<file path="src/hdl/umc_pkg.sv">
// Constants and helpers for the serial mode control block.
// Assumes a 32-bit register port with byte addresses and one clock domain.
package umc_pkg;

  // ------------------------------------------------------------
  // Register map
  // ------------------------------------------------------------
  localparam logic [3:0] BLK_MODE     = 4'h0;
  localparam logic [3:0] BLK_STATUS   = 4'h1;
  localparam logic [7:0] OFS_IRQ_STAT = 8'h20;
  localparam logic [7:0] OFS_IRQ_CLR  = 8'h24;
  localparam logic [7:0] OFS_IRQ_EN   = 8'h28;
  localparam logic [7:0] OFS_BAUD     = 8'h30;
  localparam logic [1:0] OP_WRITE     = 2'h0;
  localparam logic [1:0] OP_CLR       = 2'h1;
  localparam logic [1:0] OP_SET       = 2'h2;
  localparam logic [1:0] OP_INV       = 2'h3;

  // ------------------------------------------------------------
  // Masks and reset values
  // ------------------------------------------------------------
  localparam logic [31:0] MODE_MASK   = 32'h0000_BBFF;
  localparam logic [31:0] MODE_RST    = 32'h0000_0000;
  localparam logic [31:0] STA_WMASK   = 32'h01FF_FCE0;
  localparam logic [31:0] STA_RST     = 32'h0000_0110;

  // ------------------------------------------------------------
  // Mode fields
  // ------------------------------------------------------------
  localparam int M_ON    = 15;
  localparam int M_STOP_IN_IDLE  = 13;
  localparam int M_INFRARED_ENABLE  = 12;
  localparam int M_RTS_MODE_SELECT = 11;
  localparam int M_PES   = 8;
  localparam int M_WAKE  = 7;
  localparam int M_LPBK  = 6;
  localparam int M_AUTO_BAUD_ENABLE = 5;
  localparam int M_RECEIVE_INVERT = 4;
  localparam int M_HIGH_SPEED_SELECT  = 3;
  localparam int M_FMT   = 1;
  localparam int M_STOP  = 0;

  // ------------------------------------------------------------
  // Status fields
  // ------------------------------------------------------------
  localparam int S_TXINV = 13;
  localparam int S_RXEN  = 12;
  localparam int S_BRK   = 11;
  localparam int S_TXEN  = 10;
  localparam int S_TXBF  = 9;
  localparam int S_TX_SHIFT_EMPTY  = 8;
  localparam int S_RECEIVER_IDLE = 4;
  localparam int S_PARITY_ERROR  = 3;
  localparam int S_FRAMING_ERROR  = 2;
  localparam int S_OVERRUN_ERROR  = 1;
  localparam int S_RXDA  = 0;

  // ------------------------------------------------------------
  // Interrupt bits and timing counts
  // ------------------------------------------------------------
  localparam int          IRQ_W         = 3;
  localparam int          IRQ_WAKE      = 0;
  localparam int          IRQ_BAUD      = 1;
  localparam int          IRQ_OVR       = 2;
  localparam logic [4:0]  TICKS_16X     = 5'd16;
  localparam logic [4:0]  TICKS_4X      = 5'd4;
  localparam logic [4:0]  IR_PULSE_16X  = 5'd3;
  localparam logic [4:0]  IR_PULSE_4X   = 5'd1;
  localparam logic [2:0]  SYNC_EDGES    = 3'd4;
  localparam int          SYNC_BITS_LOG = 3;

  typedef enum logic [1:0] {
    UMC_PINS_TXRX    = 2'b00,
    UMC_PINS_RTS     = 2'b01,
    UMC_PINS_RTS_CTS = 2'b10,
    UMC_PINS_BCLK    = 2'b11
  } umc_pins_t;

  function automatic logic [31:0] umc_apply(
    input logic [31:0] old,
    input logic [31:0] wd,
    input logic [31:0] mask,
    input logic [1:0]  op
  );
    logic [31:0] m;
    m = wd & mask;
    case (op)
      OP_WRITE: umc_apply = (old & ~mask) | m;
      OP_CLR:   umc_apply = old & ~m;
      OP_SET:   umc_apply = old | m;
      default:  umc_apply = old ^ m;
    endcase
  endfunction

endpackage

</file>
<file path="src/hdl/umc_baud_meter.sv">
// Bit period measurement over a 0x55 sync character.
// Assumes rx is synchronised, idle high, start bit low.
`timescale 1ns/1ps
module umc_baud_meter #(
  parameter int CW = 20
) (
  input  wire logic          ref_clk,
  input  wire logic          rst,
  input  wire logic          arm,
  input  wire logic          rx,
  output logic               done,
  output logic      [CW-1:0] period
);
  typedef struct packed {
    logic          busy;
    logic [2:0]    edges;
    logic [CW-1:0] cnt;
    logic          prev;
    logic          done;
    logic [CW-1:0] period;
  } umc_meter_t;

  umc_meter_t st_ff;
  umc_meter_t nxt_st;
  logic       fall;

  // First falling edge to fifth spans eight bit times
  always_comb
  begin
    nxt_st      = st_ff;
    fall        = st_ff.prev & ~rx;
    nxt_st.prev = rx;
    nxt_st.done = 1'b0;
    if (!arm)
    begin
      nxt_st.busy  = 1'b0;
      nxt_st.edges = 3'd0;
    end
    else if (!st_ff.busy)
    begin
      if (fall && !st_ff.done)
      begin
        nxt_st.busy  = 1'b1;
        nxt_st.edges = 3'd0;
        nxt_st.cnt   = CW'(1);
      end
    end
    else
    begin
      nxt_st.cnt = st_ff.cnt + CW'(1);
      if (fall)
      begin
        nxt_st.edges = st_ff.edges + 3'd1;
        if (st_ff.edges + 3'd1 == umc_pkg::SYNC_EDGES)
        begin
          nxt_st.busy   = 1'b0;
          nxt_st.done   = 1'b1;
          nxt_st.period = st_ff.cnt >> umc_pkg::SYNC_BITS_LOG;
        end
      end
    end
  end

  always_ff @(posedge ref_clk)
  begin
    if (rst)
      st_ff <= '{prev: 1'b1, default: '0};
    else
      st_ff <= nxt_st;
  end

  assign done   = st_ff.done;
  assign period = st_ff.period;
endmodule

</file>
<file path="src/hdl/umc_mode_ctrl.sv">
// Mode and status control of an asynchronous serial transceiver.
// Assumes a transceiver core on ref_clk supplies tx bits, flags and ticks.
`timescale 1ns/1ps
module umc_mode_ctrl #(
  parameter int BAUD_W = 20
) (
  input  wire logic        ref_clk,
  input  wire logic        rst,
  input  wire logic [7:0]  reg_addr,
  input  wire logic [31:0] reg_wdata,
  input  wire logic        reg_wr,
  input  wire logic        reg_rd,
  output logic      [31:0] reg_rdata,
  output logic             irq,
  input  wire logic        cpu_idle,
  input  wire logic        cpu_sleep,
  output logic             wake_req,
  input  wire logic        serial_in_pin,
  input  wire logic        clear_to_send_pin,
  output logic             serial_out_pin_o,
  output logic             serial_out_pin_oe,
  output logic             request_to_send_pin_o,
  output logic             request_to_send_pin_oe,
  output logic             baud_clock_out_pin_o,
  output logic             baud_clock_out_pin_oe,
  input  wire logic        baud_tick,
  input  wire logic        core_tx_bit,
  input  wire logic        core_rts_flow,
  input  wire logic        core_rts_simplex,
  input  wire logic        core_tx_buffer_full,
  input  wire logic        core_tx_shift_empty,
  input  wire logic        core_receiver_idle,
  input  wire logic        core_parity_error,
  input  wire logic        core_framing_error,
  input  wire logic        core_overrun,
  input  wire logic        core_rx_data_available,
  input  wire logic        core_break_done,
  output logic             core_run,
  output logic             core_rx_bit,
  output logic             core_cts_n,
  output logic             core_rx_flush,
  output logic             cfg_high_speed,
  output logic      [1:0]  cfg_format,
  output logic             cfg_two_stop,
  output logic      [31:0] cfg_status
);
  typedef struct packed {
    logic [31:0]                 mode;
    logic [31:0]                 sta;
    logic [umc_pkg::IRQ_W-1:0]   irq_st;
    logic [umc_pkg::IRQ_W-1:0]   irq_en;
    logic [BAUD_W-1:0]           baud;
    logic [31:0]                 rdata;
    logic                        tx_o;
    logic                        tx_oe;
    logic                        rts_o;
    logic                        rts_oe;
    logic                        bclk_o;
    logic                        bclk_oe;
    logic                        rx_bit;
    logic                        cts_n;
    logic                        run;
    logic                        wake;
    logic                        irq;
    logic                        flush;
    logic                        prev_rx;
    logic                        prev_tx;
    logic [4:0]                  enc_cnt;
    logic [4:0]                  dec_cnt;
  } umc_state_t;

  umc_state_t        st_ff;
  umc_state_t        nxt_st;
  logic [1:0]        pins_s;
  logic              rx_s;
  logic              cts_s;
  logic              meas_done;
  logic [BAUD_W-1:0] meas_period;
  logic              rx_lvl;

  // ------------------------------------------------------------
  // Pin synchronisers and baud measurement
  // ------------------------------------------------------------
  umc_sync #(
    .W (2)
  ) u_sync (
    .ref_clk (ref_clk),
    .rst     (rst),
    .d       ({serial_in_pin, clear_to_send_pin}),
    .q       (pins_s)
  );

  assign rx_s  = pins_s[1];
  assign cts_s = pins_s[0];

  umc_baud_meter #(
    .CW (BAUD_W)
  ) u_meter (
    .ref_clk (ref_clk),
    .rst     (rst),
    .arm     (st_ff.mode[umc_pkg::M_AUTO_BAUD_ENABLE] & st_ff.run),
    .rx      (rx_lvl),
    .done    (meas_done),
    .period  (meas_period)
  );

  // ------------------------------------------------------------
  // Next state
  // ------------------------------------------------------------
  always_comb
  begin
    logic             on;
    logic             run;
    logic             infrared_enable;
    logic             hs;
    logic [1:0]       op;
    logic [4:0]       ticks;
    logic [4:0]       pulse;
    logic             enc;
    logic             raw;
    logic             pulse_in;
    logic             dec;
    logic             overrun_error_old;
    logic             fall;
    umc_pkg::umc_pins_t pes;
    nxt_st   = st_ff;
    enc      = 1'b0;
    raw      = 1'b0;
    pulse_in = 1'b0;
    dec      = 1'b0;
    fall     = 1'b0;
    on       = st_ff.mode[umc_pkg::M_ON];
    infrared_enable     = st_ff.mode[umc_pkg::M_INFRARED_ENABLE];
    hs       = st_ff.mode[umc_pkg::M_HIGH_SPEED_SELECT];
    pes      = umc_pkg::umc_pins_t'(st_ff.mode[umc_pkg::M_PES +: 2]);
    op       = reg_addr[3:2];
    overrun_error_old = st_ff.sta[umc_pkg::S_OVERRUN_ERROR];
    run      = on & ~(st_ff.mode[umc_pkg::M_STOP_IN_IDLE] & cpu_idle);
    ticks    = hs ? umc_pkg::TICKS_4X : umc_pkg::TICKS_16X;
    pulse    = hs ? umc_pkg::IR_PULSE_4X : umc_pkg::IR_PULSE_16X;

    // Infrared encoder: short pulse at the start of each run of zero bits
    nxt_st.prev_tx = core_tx_bit;
    if (core_tx_bit != st_ff.prev_tx)
      nxt_st.enc_cnt = 5'd0;
    else if (baud_tick && st_ff.enc_cnt != ticks)
      nxt_st.enc_cnt = st_ff.enc_cnt + 5'd1;
    enc = ~core_tx_bit & (st_ff.enc_cnt < pulse);

    // Receive path: loopback, polarity, infrared decode
    raw      = st_ff.mode[umc_pkg::M_LPBK] ? st_ff.tx_o : rx_s;
    pulse_in = raw ^ st_ff.mode[umc_pkg::M_RECEIVE_INVERT];
    if (pulse_in)
      nxt_st.dec_cnt = ticks;
    else if (baud_tick && st_ff.dec_cnt != 5'd0)
      nxt_st.dec_cnt = st_ff.dec_cnt - 5'd1;
    dec = ~(pulse_in | (st_ff.dec_cnt != 5'd0));

    // Pin ownership follows enable, pin select and transmit enable
    nxt_st.run     = run;
    nxt_st.tx_oe   = on & st_ff.sta[umc_pkg::S_TXEN];
    nxt_st.tx_o    = (run ? (infrared_enable ? enc : core_tx_bit) : ~infrared_enable)
                     ^ st_ff.sta[umc_pkg::S_TXINV];
    nxt_st.rts_oe  = on & (pes == umc_pkg::UMC_PINS_RTS
                          || pes == umc_pkg::UMC_PINS_RTS_CTS);
    nxt_st.rts_o   = st_ff.mode[umc_pkg::M_RTS_MODE_SELECT] ? core_rts_simplex
                                                  : core_rts_flow;
    nxt_st.bclk_oe = on & (pes == umc_pkg::UMC_PINS_BCLK);
    if (baud_tick && run)
      nxt_st.bclk_o = ~st_ff.bclk_o;
    // Unused CTS reads as asserted so the transmitter is never stuck
    nxt_st.cts_n   = on & (pes == umc_pkg::UMC_PINS_RTS_CTS) & cts_s;
    nxt_st.rx_bit  = (on & st_ff.sta[umc_pkg::S_RXEN])
                     ? (infrared_enable ? dec : pulse_in) : 1'b1;

    // Wake on start bit while sleeping
    nxt_st.prev_rx = rx_lvl;
    fall           = st_ff.prev_rx & ~rx_lvl;
    nxt_st.wake    = on & cpu_sleep & st_ff.mode[umc_pkg::M_WAKE] & fall;

    // Read-only status flags track the core
    nxt_st.sta[umc_pkg::S_TXBF]  = core_tx_buffer_full;
    nxt_st.sta[umc_pkg::S_TX_SHIFT_EMPTY]  = core_tx_shift_empty;
    nxt_st.sta[umc_pkg::S_RECEIVER_IDLE] = core_receiver_idle;
    nxt_st.sta[umc_pkg::S_PARITY_ERROR]  = core_parity_error;
    nxt_st.sta[umc_pkg::S_FRAMING_ERROR]  = core_framing_error;
    nxt_st.sta[umc_pkg::S_RXDA]  = core_rx_data_available;
    if (core_break_done)
      nxt_st.sta[umc_pkg::S_BRK] = 1'b0;
    if (meas_done)
    begin
      nxt_st.mode[umc_pkg::M_AUTO_BAUD_ENABLE] = 1'b0;
      nxt_st.baud                   = meas_period;
    end
    nxt_st.flush = 1'b0;

    // Register writes, with aliases; software set beats hardware clear
    if (reg_wr && reg_addr[1:0] == 2'b00)
    begin
      if (reg_addr[7:4] == umc_pkg::BLK_MODE)
        nxt_st.mode = umc_pkg::umc_apply(nxt_st.mode, reg_wdata,
                                         umc_pkg::MODE_MASK, op);
      else if (reg_addr[7:4] == umc_pkg::BLK_STATUS)
      begin
        nxt_st.sta = umc_pkg::umc_apply(nxt_st.sta, reg_wdata,
                                        umc_pkg::STA_WMASK, op);
        // Overrun flag may only be cleared by software
        if ((op == umc_pkg::OP_WRITE && !reg_wdata[umc_pkg::S_OVERRUN_ERROR])
            || (op == umc_pkg::OP_CLR && reg_wdata[umc_pkg::S_OVERRUN_ERROR]))
        begin
          nxt_st.sta[umc_pkg::S_OVERRUN_ERROR] = 1'b0;
          nxt_st.flush                = overrun_error_old;
        end
      end
      else if (reg_addr == umc_pkg::OFS_IRQ_CLR)
        nxt_st.irq_st = st_ff.irq_st & ~reg_wdata[umc_pkg::IRQ_W-1:0];
      else if (reg_addr == umc_pkg::OFS_IRQ_EN)
        nxt_st.irq_en = reg_wdata[umc_pkg::IRQ_W-1:0];
    end
    // Hardware events win over a clear in the same cycle
    if (core_overrun)
      nxt_st.sta[umc_pkg::S_OVERRUN_ERROR] = 1'b1;
    if (nxt_st.wake)
      nxt_st.irq_st[umc_pkg::IRQ_WAKE] = 1'b1;
    if (meas_done)
      nxt_st.irq_st[umc_pkg::IRQ_BAUD] = 1'b1;
    if (core_overrun)
      nxt_st.irq_st[umc_pkg::IRQ_OVR] = 1'b1;
    nxt_st.irq = |(nxt_st.irq_st & nxt_st.irq_en);

    // Read data valid only in the cycle after the strobe
    nxt_st.rdata = 32'h0000_0000;
    if (reg_rd && reg_addr[1:0] == 2'b00)
    begin
      if (reg_addr[7:4] == umc_pkg::BLK_MODE && op == umc_pkg::OP_WRITE)
        nxt_st.rdata = st_ff.mode & umc_pkg::MODE_MASK;
      else if (reg_addr[7:4] == umc_pkg::BLK_STATUS && op == umc_pkg::OP_WRITE)
        nxt_st.rdata = st_ff.sta;
      else if (reg_addr == umc_pkg::OFS_IRQ_STAT)
        nxt_st.rdata = 32'(st_ff.irq_st);
      else if (reg_addr == umc_pkg::OFS_IRQ_EN)
        nxt_st.rdata = 32'(st_ff.irq_en);
      else if (reg_addr == umc_pkg::OFS_BAUD)
        nxt_st.rdata = 32'(st_ff.baud);
    end
  end

  // ------------------------------------------------------------
  // State register
  // ------------------------------------------------------------
  always_ff @(posedge ref_clk)
  begin
    if (rst)
    begin
      st_ff         <= '0;
      st_ff.mode    <= umc_pkg::MODE_RST;
      st_ff.sta     <= umc_pkg::STA_RST;
      st_ff.tx_o    <= 1'b1;
      st_ff.rx_bit  <= 1'b1;
      st_ff.prev_rx <= 1'b1;
      st_ff.prev_tx <= 1'b1;
    end
    else
      st_ff <= nxt_st;
  end

  // Processed receive level for edge detection, from flops only
  assign rx_lvl = st_ff.rx_bit;

  // ------------------------------------------------------------
  // Outputs
  // ------------------------------------------------------------
  assign reg_rdata              = st_ff.rdata;
  assign irq                    = st_ff.irq;
  assign wake_req               = st_ff.wake;
  assign serial_out_pin_o       = st_ff.tx_o;
  assign serial_out_pin_oe      = st_ff.tx_oe;
  assign request_to_send_pin_o  = st_ff.rts_o;
  assign request_to_send_pin_oe = st_ff.rts_oe;
  assign baud_clock_out_pin_o   = st_ff.bclk_o;
  assign baud_clock_out_pin_oe  = st_ff.bclk_oe;
  assign core_run               = st_ff.run;
  assign core_rx_bit            = st_ff.rx_bit;
  assign core_cts_n             = st_ff.cts_n;
  assign core_rx_flush          = st_ff.flush;
  assign cfg_high_speed         = st_ff.mode[umc_pkg::M_HIGH_SPEED_SELECT];
  assign cfg_format             = st_ff.mode[umc_pkg::M_FMT +: 2];
  assign cfg_two_stop           = st_ff.mode[umc_pkg::M_STOP];
  assign cfg_status             = st_ff.sta;
endmodule

</file>
<file path="src/hdl/umc_sync.sv">
// Two-stage synchroniser for pin levels.
// Assumes inputs are asynchronous to ref_clk.
`timescale 1ns/1ps
module umc_sync #(
  parameter int W = 1
) (
  input  wire logic         ref_clk,
  input  wire logic         rst,
  input  wire logic [W-1:0] d,
  output logic      [W-1:0] q
);
  typedef struct packed {
    logic [W-1:0] meta;
    logic [W-1:0] q;
  } umc_sync_t;

  umc_sync_t st_ff;
  umc_sync_t nxt_st;

  // Idle pins read high until the first real sample
  always_comb
  begin
    nxt_st.meta = d;
    nxt_st.q    = st_ff.meta;
  end

  always_ff @(posedge ref_clk)
  begin
    if (rst)
      st_ff <= '1;
    else
      st_ff <= nxt_st;
  end

  assign q = st_ff.q;
endmodule

</file>
<file path="config.mk">
export PLATFORM = sky130hd
export DESIGN_NAME = umc_mode_ctrl
export DESIGN_NICKNAME = d
export VERILOG_FILES = /design/src/hdl/umc_pkg.sv /design/src/hdl/umc_baud_meter.sv /design/src/hdl/umc_mode_ctrl.sv /design/src/hdl/umc_sync.sv
export SDC_FILE = /design/constraint.sdc
export NUM_CORES = 1
export LEC_CHECK = 0
export BUFFER_PORTS_ARGS = -buffer_cell sky130_fd_sc_hd__buf_2
export CORE_MARGIN = 2
export CORE_UTILIZATION = 41
export DETAILED_ROUTE_END_ITERATION = 8
export GPL_TIMING_DRIVEN = 0
export SETUP_SLACK_MARGIN = 0.05
export SYNTH_ARGS = -nofsm -noshare
export SYNTH_HDL_FRONTEND = slang
export SYNTH_SLANG_ARGS = --single-unit
</file>
<file path="constraint.sdc">
create_clock -name ref_clk -period 3.2 [get_ports ref_clk]
set_input_delay 0.64 -clock ref_clk [delete_from_list [all_inputs] [get_ports ref_clk]]
set_output_delay 0.64 -clock ref_clk [all_outputs]
set_load 0.03 [all_outputs]
</file>
==> results.txt, run 1 <==
- Outcome: completed
* Final-report max-slew violation count: 0
- Data arrival time at the worst-slack endpoint: about 2.6 ns
- Pin placement for this block handled 140 I/O pins.
* Power per cell area: 434 nW/um2
- Area of the die: 22800 um2
- Synth Warn #: 0
- CTS built an H-tree with a depth of 4.
* Path category of the worst min-delay check: in2reg
- R2R Setup Slk: about 1.2 ns
* Global-route wire length before repair: 37.2 mm
- After synthesis, the mean cell area works out to approximately 9.1 um2.
- Hold path startpoint: clear_to_send_pin
- Headroom to the max-slew limit came out at between 40% and 50%.
- CTS Hold Bufs: 0
* Part of the total power dissipated in sequential elements: 47.8%
- The later pin in the worst-skew pair is clocked with a latency of 0.43 ns.
- Max Clock Skew: 0.00903 ns
- Root buffer cell: clkbuf_16
* Effective utilization at floorplan: 42.0%
- Setup violations remaining at the end of the flow were counted as 0.
- The worst setup path is of the in2reg kind.
- Count of final hold-check violations: 0
- The congestion estimate from routability-driven global placement came to roughly 0.84.
* Flops & latches, synth: 171
- Number of nets still failing antenna checks after routing: 0
- IR analysis of the VDD net gives a maximum drop of 0.000333 V.
* Cell accounting for the most synthesized area: dfxtp_1
* Ratio of final minimum period to clock period: 68.7%
- Setup bufs post-CTS: 0
* Metal3 WL: 1.55 mm
- The internal portion of the total power is ~3.4 mW.
- Maximum operating frequency: 455 MHz
- Clock group share of total power: 44.8%
- Post_cts resized: 0
- CTS saw 171 sinks.
- Library cell contributing the largest single delay on the critical path: nor3b_2
- Number of cells traversed by the worst hold path: 2
- After detailed routing, the number of vias per cell comes to 5.12.
* Number of DRC markers after the initial detailed-route iteration: 574
* Buffers added on ports: 131
* Antenna violations before repair: 0
- Commonest cells after routing, fill and taps aside: dfxtp_1, buf_2, nor2_1
- Net switching is 24.0% of the power.
* Portion of synthesized cell area occupied by the leading cell type: between 30% and 40%
* Synth-to-Final Area Change: 17.6%
- After detailed routing, no signal wire sits above met4.
- Delay of the slowest cell on the worst path: around 0.52 ns
* Part of the power in combinational logic: 7.4%
* Number of fill cells: 2043
- The sequential cells in the finished layout cover a total of 3420 um2.
* Most frequently used flop master after synthesis: dfxtp_1
- After clock tree synthesis, the clock-pin slew on the worst setup and hold paths is roughly 0.070 ns.
* Leak Pwr: 4.47 nW
* Detailed-route via count: 7207
- Post-detailed-route wirelength per cell: 17.0 um
- Sum Neg Setup Slack: 0 ns
- In this run the worst path has a maximum fanout of 10.
* R2R depth: 6
* Overall routed net length: 23.9 mm
- Detail Placement HPWL: 17.8 mm
- Placement-stage cell area: 9850 um2
- Min Hold Slack: 0.393 ns
* Worst setup SP type: input pin
- Synthesis instantiated 57 different standard cells from the library.
- No sink is reached through more buffers than the 2 on the longest clock path.
- Cells along the critical path: buf_2 -> buf_2 -> nor2_1 -> and3_1 -> clkbuf_1 -> nor3b_2 -> buf_2 -> and2_1
- Leftover overflow at the end of global routing: 0
- Sequential fraction of the synthesis area: 38.7%
- TritonCTS built the clock tree.
- Minimum period implied by the final worst setup slack: roughly 2.2 ns
* Antenna fix cells: 0
- Top cells by area in the synthesized netlist: dfxtp_1, ha_1, buf_4, a211oi_1, nor2_1
* Finished layout cell area: 10400 um2
- Number of buffers inserted during clock tree synthesis: 17
- Detailed routing placed a total of around 11 mm of wire on met2.
- Std-Cell Rows: between 50 and 60
* Source of the worst register-to-register timing path: cfg_high_speed
- In the final layout, the multi-input gates occupy 4420 um2.
- The worst hold path terminates at u_sync.nxt_st[0].
* Syn Inst Count: 970
* Initial DRT Pass Iterations: 5
- Most common cell after layout, fill and taps aside: dfxtp_1
- Total core area: 21100 um2
* Net switching power: 1.08 mW
- After the last flow step, the layout net total stands at 1254.
- Slew at the pin closest to its max-slew limit: between 0.7 and 0.8 ns
- The tool flagged a number of max-cap violations equal to 0.
* Global Route Usage Sum: 21.5%
- In this run the horizontal extent of the chip is ~150 um.
- Of all flip-flops after synthesis, the portion carrying an async set or reset was 0%.
- Total routed wire length on the met1 layer: 11.3 mm
- Data on the critical path is required at its endpoint by 3.57 ns.
* Unrepaired setup endpoints after global routing: false
- In this design, the critical path's most frequently occurring cell is buf_2.
* Syn Nets: 1104
- The die is ~150 um tall.
- Critical Path Sink Type: flip-flop
* Fraction of final layout cells sized beyond drive strength 1: 25.8%
- Worst r2r dst: serial_out_pin_o
* Largest net degree at the start of global routing: 17
- For this run, design rule violations remaining after detail routing come to 0.
* Cell Area, Synth: 8850 um2
- Post-synth EDFFs: 0
* Via count of the first global-routing pass: 6858
[sequential cells by signal, summed over array words and instances (netlist names), 2 cells and up, named ones only]
signal / count
u_meter.period: 17
u_sync.q: 2
u_sync.nxt_st: 2
u_meter.st_ff: 24
reg_rdata: 32
cfg_format: 2
cfg_status: 25
st_ff: 45
[metal layers]
metal	GRT usage, %	vias to the layer above
met1	29.8	3359
met5	0	-
li1	-	3580
met4	7.29	0
met3	4.67	27
met2	33.4	241
[final cells by class]
cell class | count | area share, %
multi-input cells | 603 | 42.4
plain buffers | 117 | 6.85
clock inverters | 9 | 1.11
inverters | 79 | 2.85
well taps | 275 | 3.31
repair buffers | 131 | 6.30
clock buffers | 22 | 4.27
flip-flops and latches | 171 | 32.9
[kinds of logic after synthesis]
| family | synth area share (%) |
|---|---|
| mux | 9.00 |
| buf+inv | 11.4 |
| fa+ha+maj | 10.5 |
| xor+xnor | 1.09 |
| compound gates | 12.6 |
| flops | 38.7 |
| simple gates | 16.8 |
[cells in the mapped netlist, types with 2 or more instances]
library cell  count
dfxtp_1         171
nor2_1          104
inv_1            79
ha_1             74
buf_4            68
a211oi_1         59
nand2_1          57
a21oi_1          56
clkbuf_1         32
mux2i_1          29
mux2_2           19
nor2b_1          19
and2_1           18
buf_2            15
nand3_1          14
mux4_2           13
a222oi_1         11
o21ai_0          11
or3_1            10
or2_2             9
a22oi_1           8
nand2b_1          8
xnor2_1           8
and3_1            7
nand4_1           7
nor3_1            7
o211ai_1          6
or4_1             6
nor3b_1           4
o311ai_0          4
and4_1            3
xor2_1            3
a21boi_0          2
a31oi_1           2
and3b_1           2
buf_1             2
nand3_2           2
nand3b_1          2
[worst max-delay path, delay by kind of cell]
family | cells | cell delay [ns]
AND/OR/NAND/NOR | 4 | 0.97
buffers and inverters | 4 | 0.95
[power groups by stage]
stage	clock network [mW]	registers [mW]	logic [mW]
2_1_floorplan	0	2.20	0.213
3_3_place_gp	0	2.21	0.325
3_5_place_dp	0	2.21	0.331
4_1_cts	2.06	2.16	0.335
5_1_grt	2.16	2.16	0.369
6_report	2.02	2.16	0.334
[how the worst max path moves through the flow]
stage / depth (start not counted) / startpoint / endpoint / slack, ns
6_report: 8 / reg_addr[2] / reg_rdata[27] / 1.00
3_3_place_gp: 7 / reg_addr[7] / reg_rdata[29] / 0.54
4_1_cts: 8 / reg_addr[2] / reg_rdata[27] / 0.97
3_5_place_dp: 8 / reg_addr[2] / reg_rdata[27] / 0.53
5_1_grt: 8 / reg_addr[2] / reg_rdata[25] / 0.80
2_1_floorplan: 6 / reg_addr[3] / cfg_high_speed / 1.24
[stage by stage]
step	setup slack [ns]	power, mW	instances	util [%]
final	1.00	4.52	1407	49.4
after detailed placement	0.527	2.54	1376	46.7
after floorplan	1.24	2.42	970	-
after global routing	0.799	4.69	1407	49.4
after global placement	0.536	2.53	1376	46.7
after CTS	0.969	4.56	1407	49.4
(Power assumes the default switching activity.)
==> run 2, diff against run 1 <==
clock period = 2.2 ns   (was 3.2 ns; I/O delays follow)
==> run 2 against run 1 <==
  * Count of clock-buffer cells in the layout is the same
  * Core utilization about the same
  * Worst setup slack got worse by 0.83 ns
  * Critical path depth is 2 lower
  * Routed wire length hardly changed
  * Global-route usage did not move
  * Clock power grew 46%
  * Register-to-register slack got worse by 1.0 ns
  * Clock skew shrank 0.00067 ns
  * Hold slack worse by 0.20 ns
  * Non-clock buffer count is the same
  * Largest cell class unchanged
  * Largest power group unchanged
==> results.txt, run 2 (same netlist as run 1, synthesis figures left out) <==
- Outcome: completed
* Data arrival time at the worst-slack endpoint: 2.35 ns (-0.22 ns)
* Worst r2r dst: serial_out_pin_o
* Part of the total power dissipated in sequential elements: 47.8% (about the same)
- The net switching component of the power came to 1.58 mW (+46%).
- Setup repair after global routing left no endpoint under its margin.
* Clock group share of total power: 44.8% (about the same)
* Source-to-sink clock delay at the later pin of the worst-skew pair: 0.42 ns (about the same)
* Max Fanout on Critical Path: 9 (-1)
- For this run, the top clock speed supported by timing is 493 MHz.
- Max Clock Skew: 0.00836 ns (-0.000675 ns)
* Deepest clock path buffer count: 2 (unchanged)
* Number of cells traversed by the worst hold path: 2 (unchanged)
* Synth-to-Final Area Change: 17.7% (about the same)
- Area of the die: 22800 um2 (unchanged)
* Commonest cells after routing, fill and taps aside: dfxtp_1, buf_2, nor2_1
- The final design utilization came to 49.4% (about the same).
* Most common cell after layout, fill and taps aside: dfxtp_1
- Overall routed net length: 23.9 mm (about the same)
- The estimated wirelength of the detail-placed design is 17.8 mm (unchanged).
- st_ff holds more flip-flops than any other register.
- STA classifies the critical path startpoint as a flip-flop.
- Leftover overflow at the end of global routing: 0 (unchanged)
* Library cell contributing the largest single delay on the critical path: dfxtp_1
- Root buffer cell: clkbuf_16
* Path category of the worst min-delay check: in2reg
- The worst register-to-register path begins at cfg_high_speed.
- Slew at the pin closest to its max-slew limit: 0.794 ns (-0.00535 ns)
* Pint: 4.99 mW (+45%)
- Global Route Usage Sum: 21.5% (unchanged)
- Worst hold path endpoint: u_sync.nxt_st[0]
- The power per unit of standard cell area came to 631 nW/um2 (+45%).
- Post-route DRC: 0 (unchanged)
- TritonCTS built the clock tree.
* IR Drop Worst-Case VDD: 0.000484 V (+45%)
- Final layout net count: 1254 (unchanged)
- The maximum number of pins on one net before global-route repair was 17 (unchanged).
- The initial antenna violation count is 0 (unchanged).
- The overall die width is 151 um (unchanged).
- The total number of clock tree sinks came to 171 (unchanged).
- The max-slew headroom at the worst pin was 47.1% (+0.36 points).
* Max FFs per register: 45 (unchanged)
- The top-level I/O count came to 140 (unchanged).
* Vias per cell: 5.14 (+0.33%)
- Placer congestion estimate: 0.843 (unchanged)
- Number of H-tree levels: 4 (unchanged)
- The effective utilization at floorplan came to 42.0% (unchanged).
- STA classifies the critical path endpoint as a flip-flop.
- R2R depth: 6 (unchanged)
- The detailed router's first-iteration violation count was 591 (+3.0%).
- The number of rows in the core area came to 53 (unchanged).
- Leak Pwr: 4.47 nW (about the same)
- The accumulated negative setup slack was 0 ns (unchanged).
- Of the available clock period, the critical path in the final layout requires 92.2%.
* Count of final hold-check violations: 0 (unchanged)
- Required time at the worst-slack endpoint: 2.52 ns (-1.05 ns)
* Minimum period implied by the final worst setup slack: between 2 and 2.5 ns
- The total of buffers placed on input and output ports came to 131 (unchanged).
- Part of the power in combinational logic: 7.4% (about the same)
- The total of max-cap violations came to 0 (unchanged).
* Clk pin slew, worst setup/hold paths: 0.07 ns (about the same)
- The critical path in this run is classified as reg2reg.
* Initial DRT Pass Iterations: 5 (unchanged)
* Setup bufs post-CTS: 0 (unchanged)
- The worst hold path begins at clear_to_send_pin.
- The number of diodes is 0 (unchanged).
* Setup-failing EPs final: 0 (unchanged)
- Delay of the slowest cell on the worst path: 0.45 ns (-0.07 ns)
- Floorplan die height: 151 um (unchanged)
* Fraction of final layout cells sized beyond drive strength 1: 25.9% (+0.088 points)
* Total core area: 21100 um2 (unchanged)
* Number of nets still failing antenna checks after routing: 0 (unchanged)
- Number of buffers inserted during clock tree synthesis: 17 (unchanged)
- The minimum setup slack among reg-to-reg paths is 0.17 ns (-1.01 ns).
- Walking the worst path, the cells encountered are ha_1 -> or4_1 -> a2111oi_0 -> a21boi_0 -> xnor2_1 -> nand2b_1.
- The number of global-route vias before repair was 6858 (unchanged).
- Detailed-route via count: 7231 (+0.33%)
- Global-route wire length before repair: 37.2 mm (unchanged)
- The final-report max-slew violation count came to 0 (unchanged).
- The routed wirelength normalized by instance count came to 17.0 um (about the same).
- Sw Ratio: 24.0% (+0.030 points)
-- run 2: repair_timing --
action | in CTS | in global routing
setup endpoints to repair | 0 | 11
gates resized for setup | 0 | 3
hold buffers | 0 | 0
-- run 2: worst max-delay path by stage --
stage | from | to | slack (ns) | depth (start not counted)
floorplan | cfg_high_speed | serial_out_pin_o | 0.36 | 6
global placement | reg_addr[7] | reg_rdata[29] | -0.26 | 7
detailed placement | reg_addr[2] | reg_rdata[27] | -0.27 | 8
CTS | cfg_high_speed | serial_out_pin_o | 0.17 | 6
global route | cfg_high_speed | serial_out_pin_o | 0.11 | 6
finish | cfg_high_speed | serial_out_pin_o | 0.17 | 6
-- run 2: layout make-up --
class	count	area [um2]
fill	2040	10700
multi-input combinational	603	4420
sequential	171	3420
buffer	117	714
timing repair buffer	131	656
clock buffer	22	444
tap	275	344
inverter	79	297
clock inverter	9	115
-- run 2: metal layers --
metal / vias to the layer above / GRT usage (%) / wire [um]
met1: 3399 / 29.8 / 11300
met4: 0 / 7.29 / 492
met5: - / 0 / 0
met3: 20 / 4.67 / 1510
met2: 230 / 33.4 / 10600
li1: 3582 / - / -
-- run 2: critical path, delay by kind of cell, from the launching register on --
family	cells	cell delay, ns
simple gates	2	0.45
fa+ha+maj	1	0.27
compound gates	2	0.58
xor+xnor	1	0.17
flops	1	0.45
-- run 2: power groups by stage --
stage	Combinational [mW]	Clock [mW]	Sequential, mW
floorplan	0.310	0	3.20
global placement	0.473	0	3.21
detailed placement	0.482	0	3.21
CTS	0.487	3.00	3.14
global route	0.537	3.14	3.14
finish	0.487	2.94	3.14
-- run 2: metrics by stage --
step,total power [mW],setup WS [ns],cell area [um2],std cells,hold slack (ns)
final,6.57,0.173,10400,1407,0.193
after global placement,3.68,-0.264,9850,1376,0.393
after CTS,6.63,0.167,10400,1407,0.174
after global routing,6.82,0.111,10400,1407,0.172
after floorplan,3.51,0.358,8850,970,0.389
after detailed placement,3.69,-0.273,9850,1376,0.395
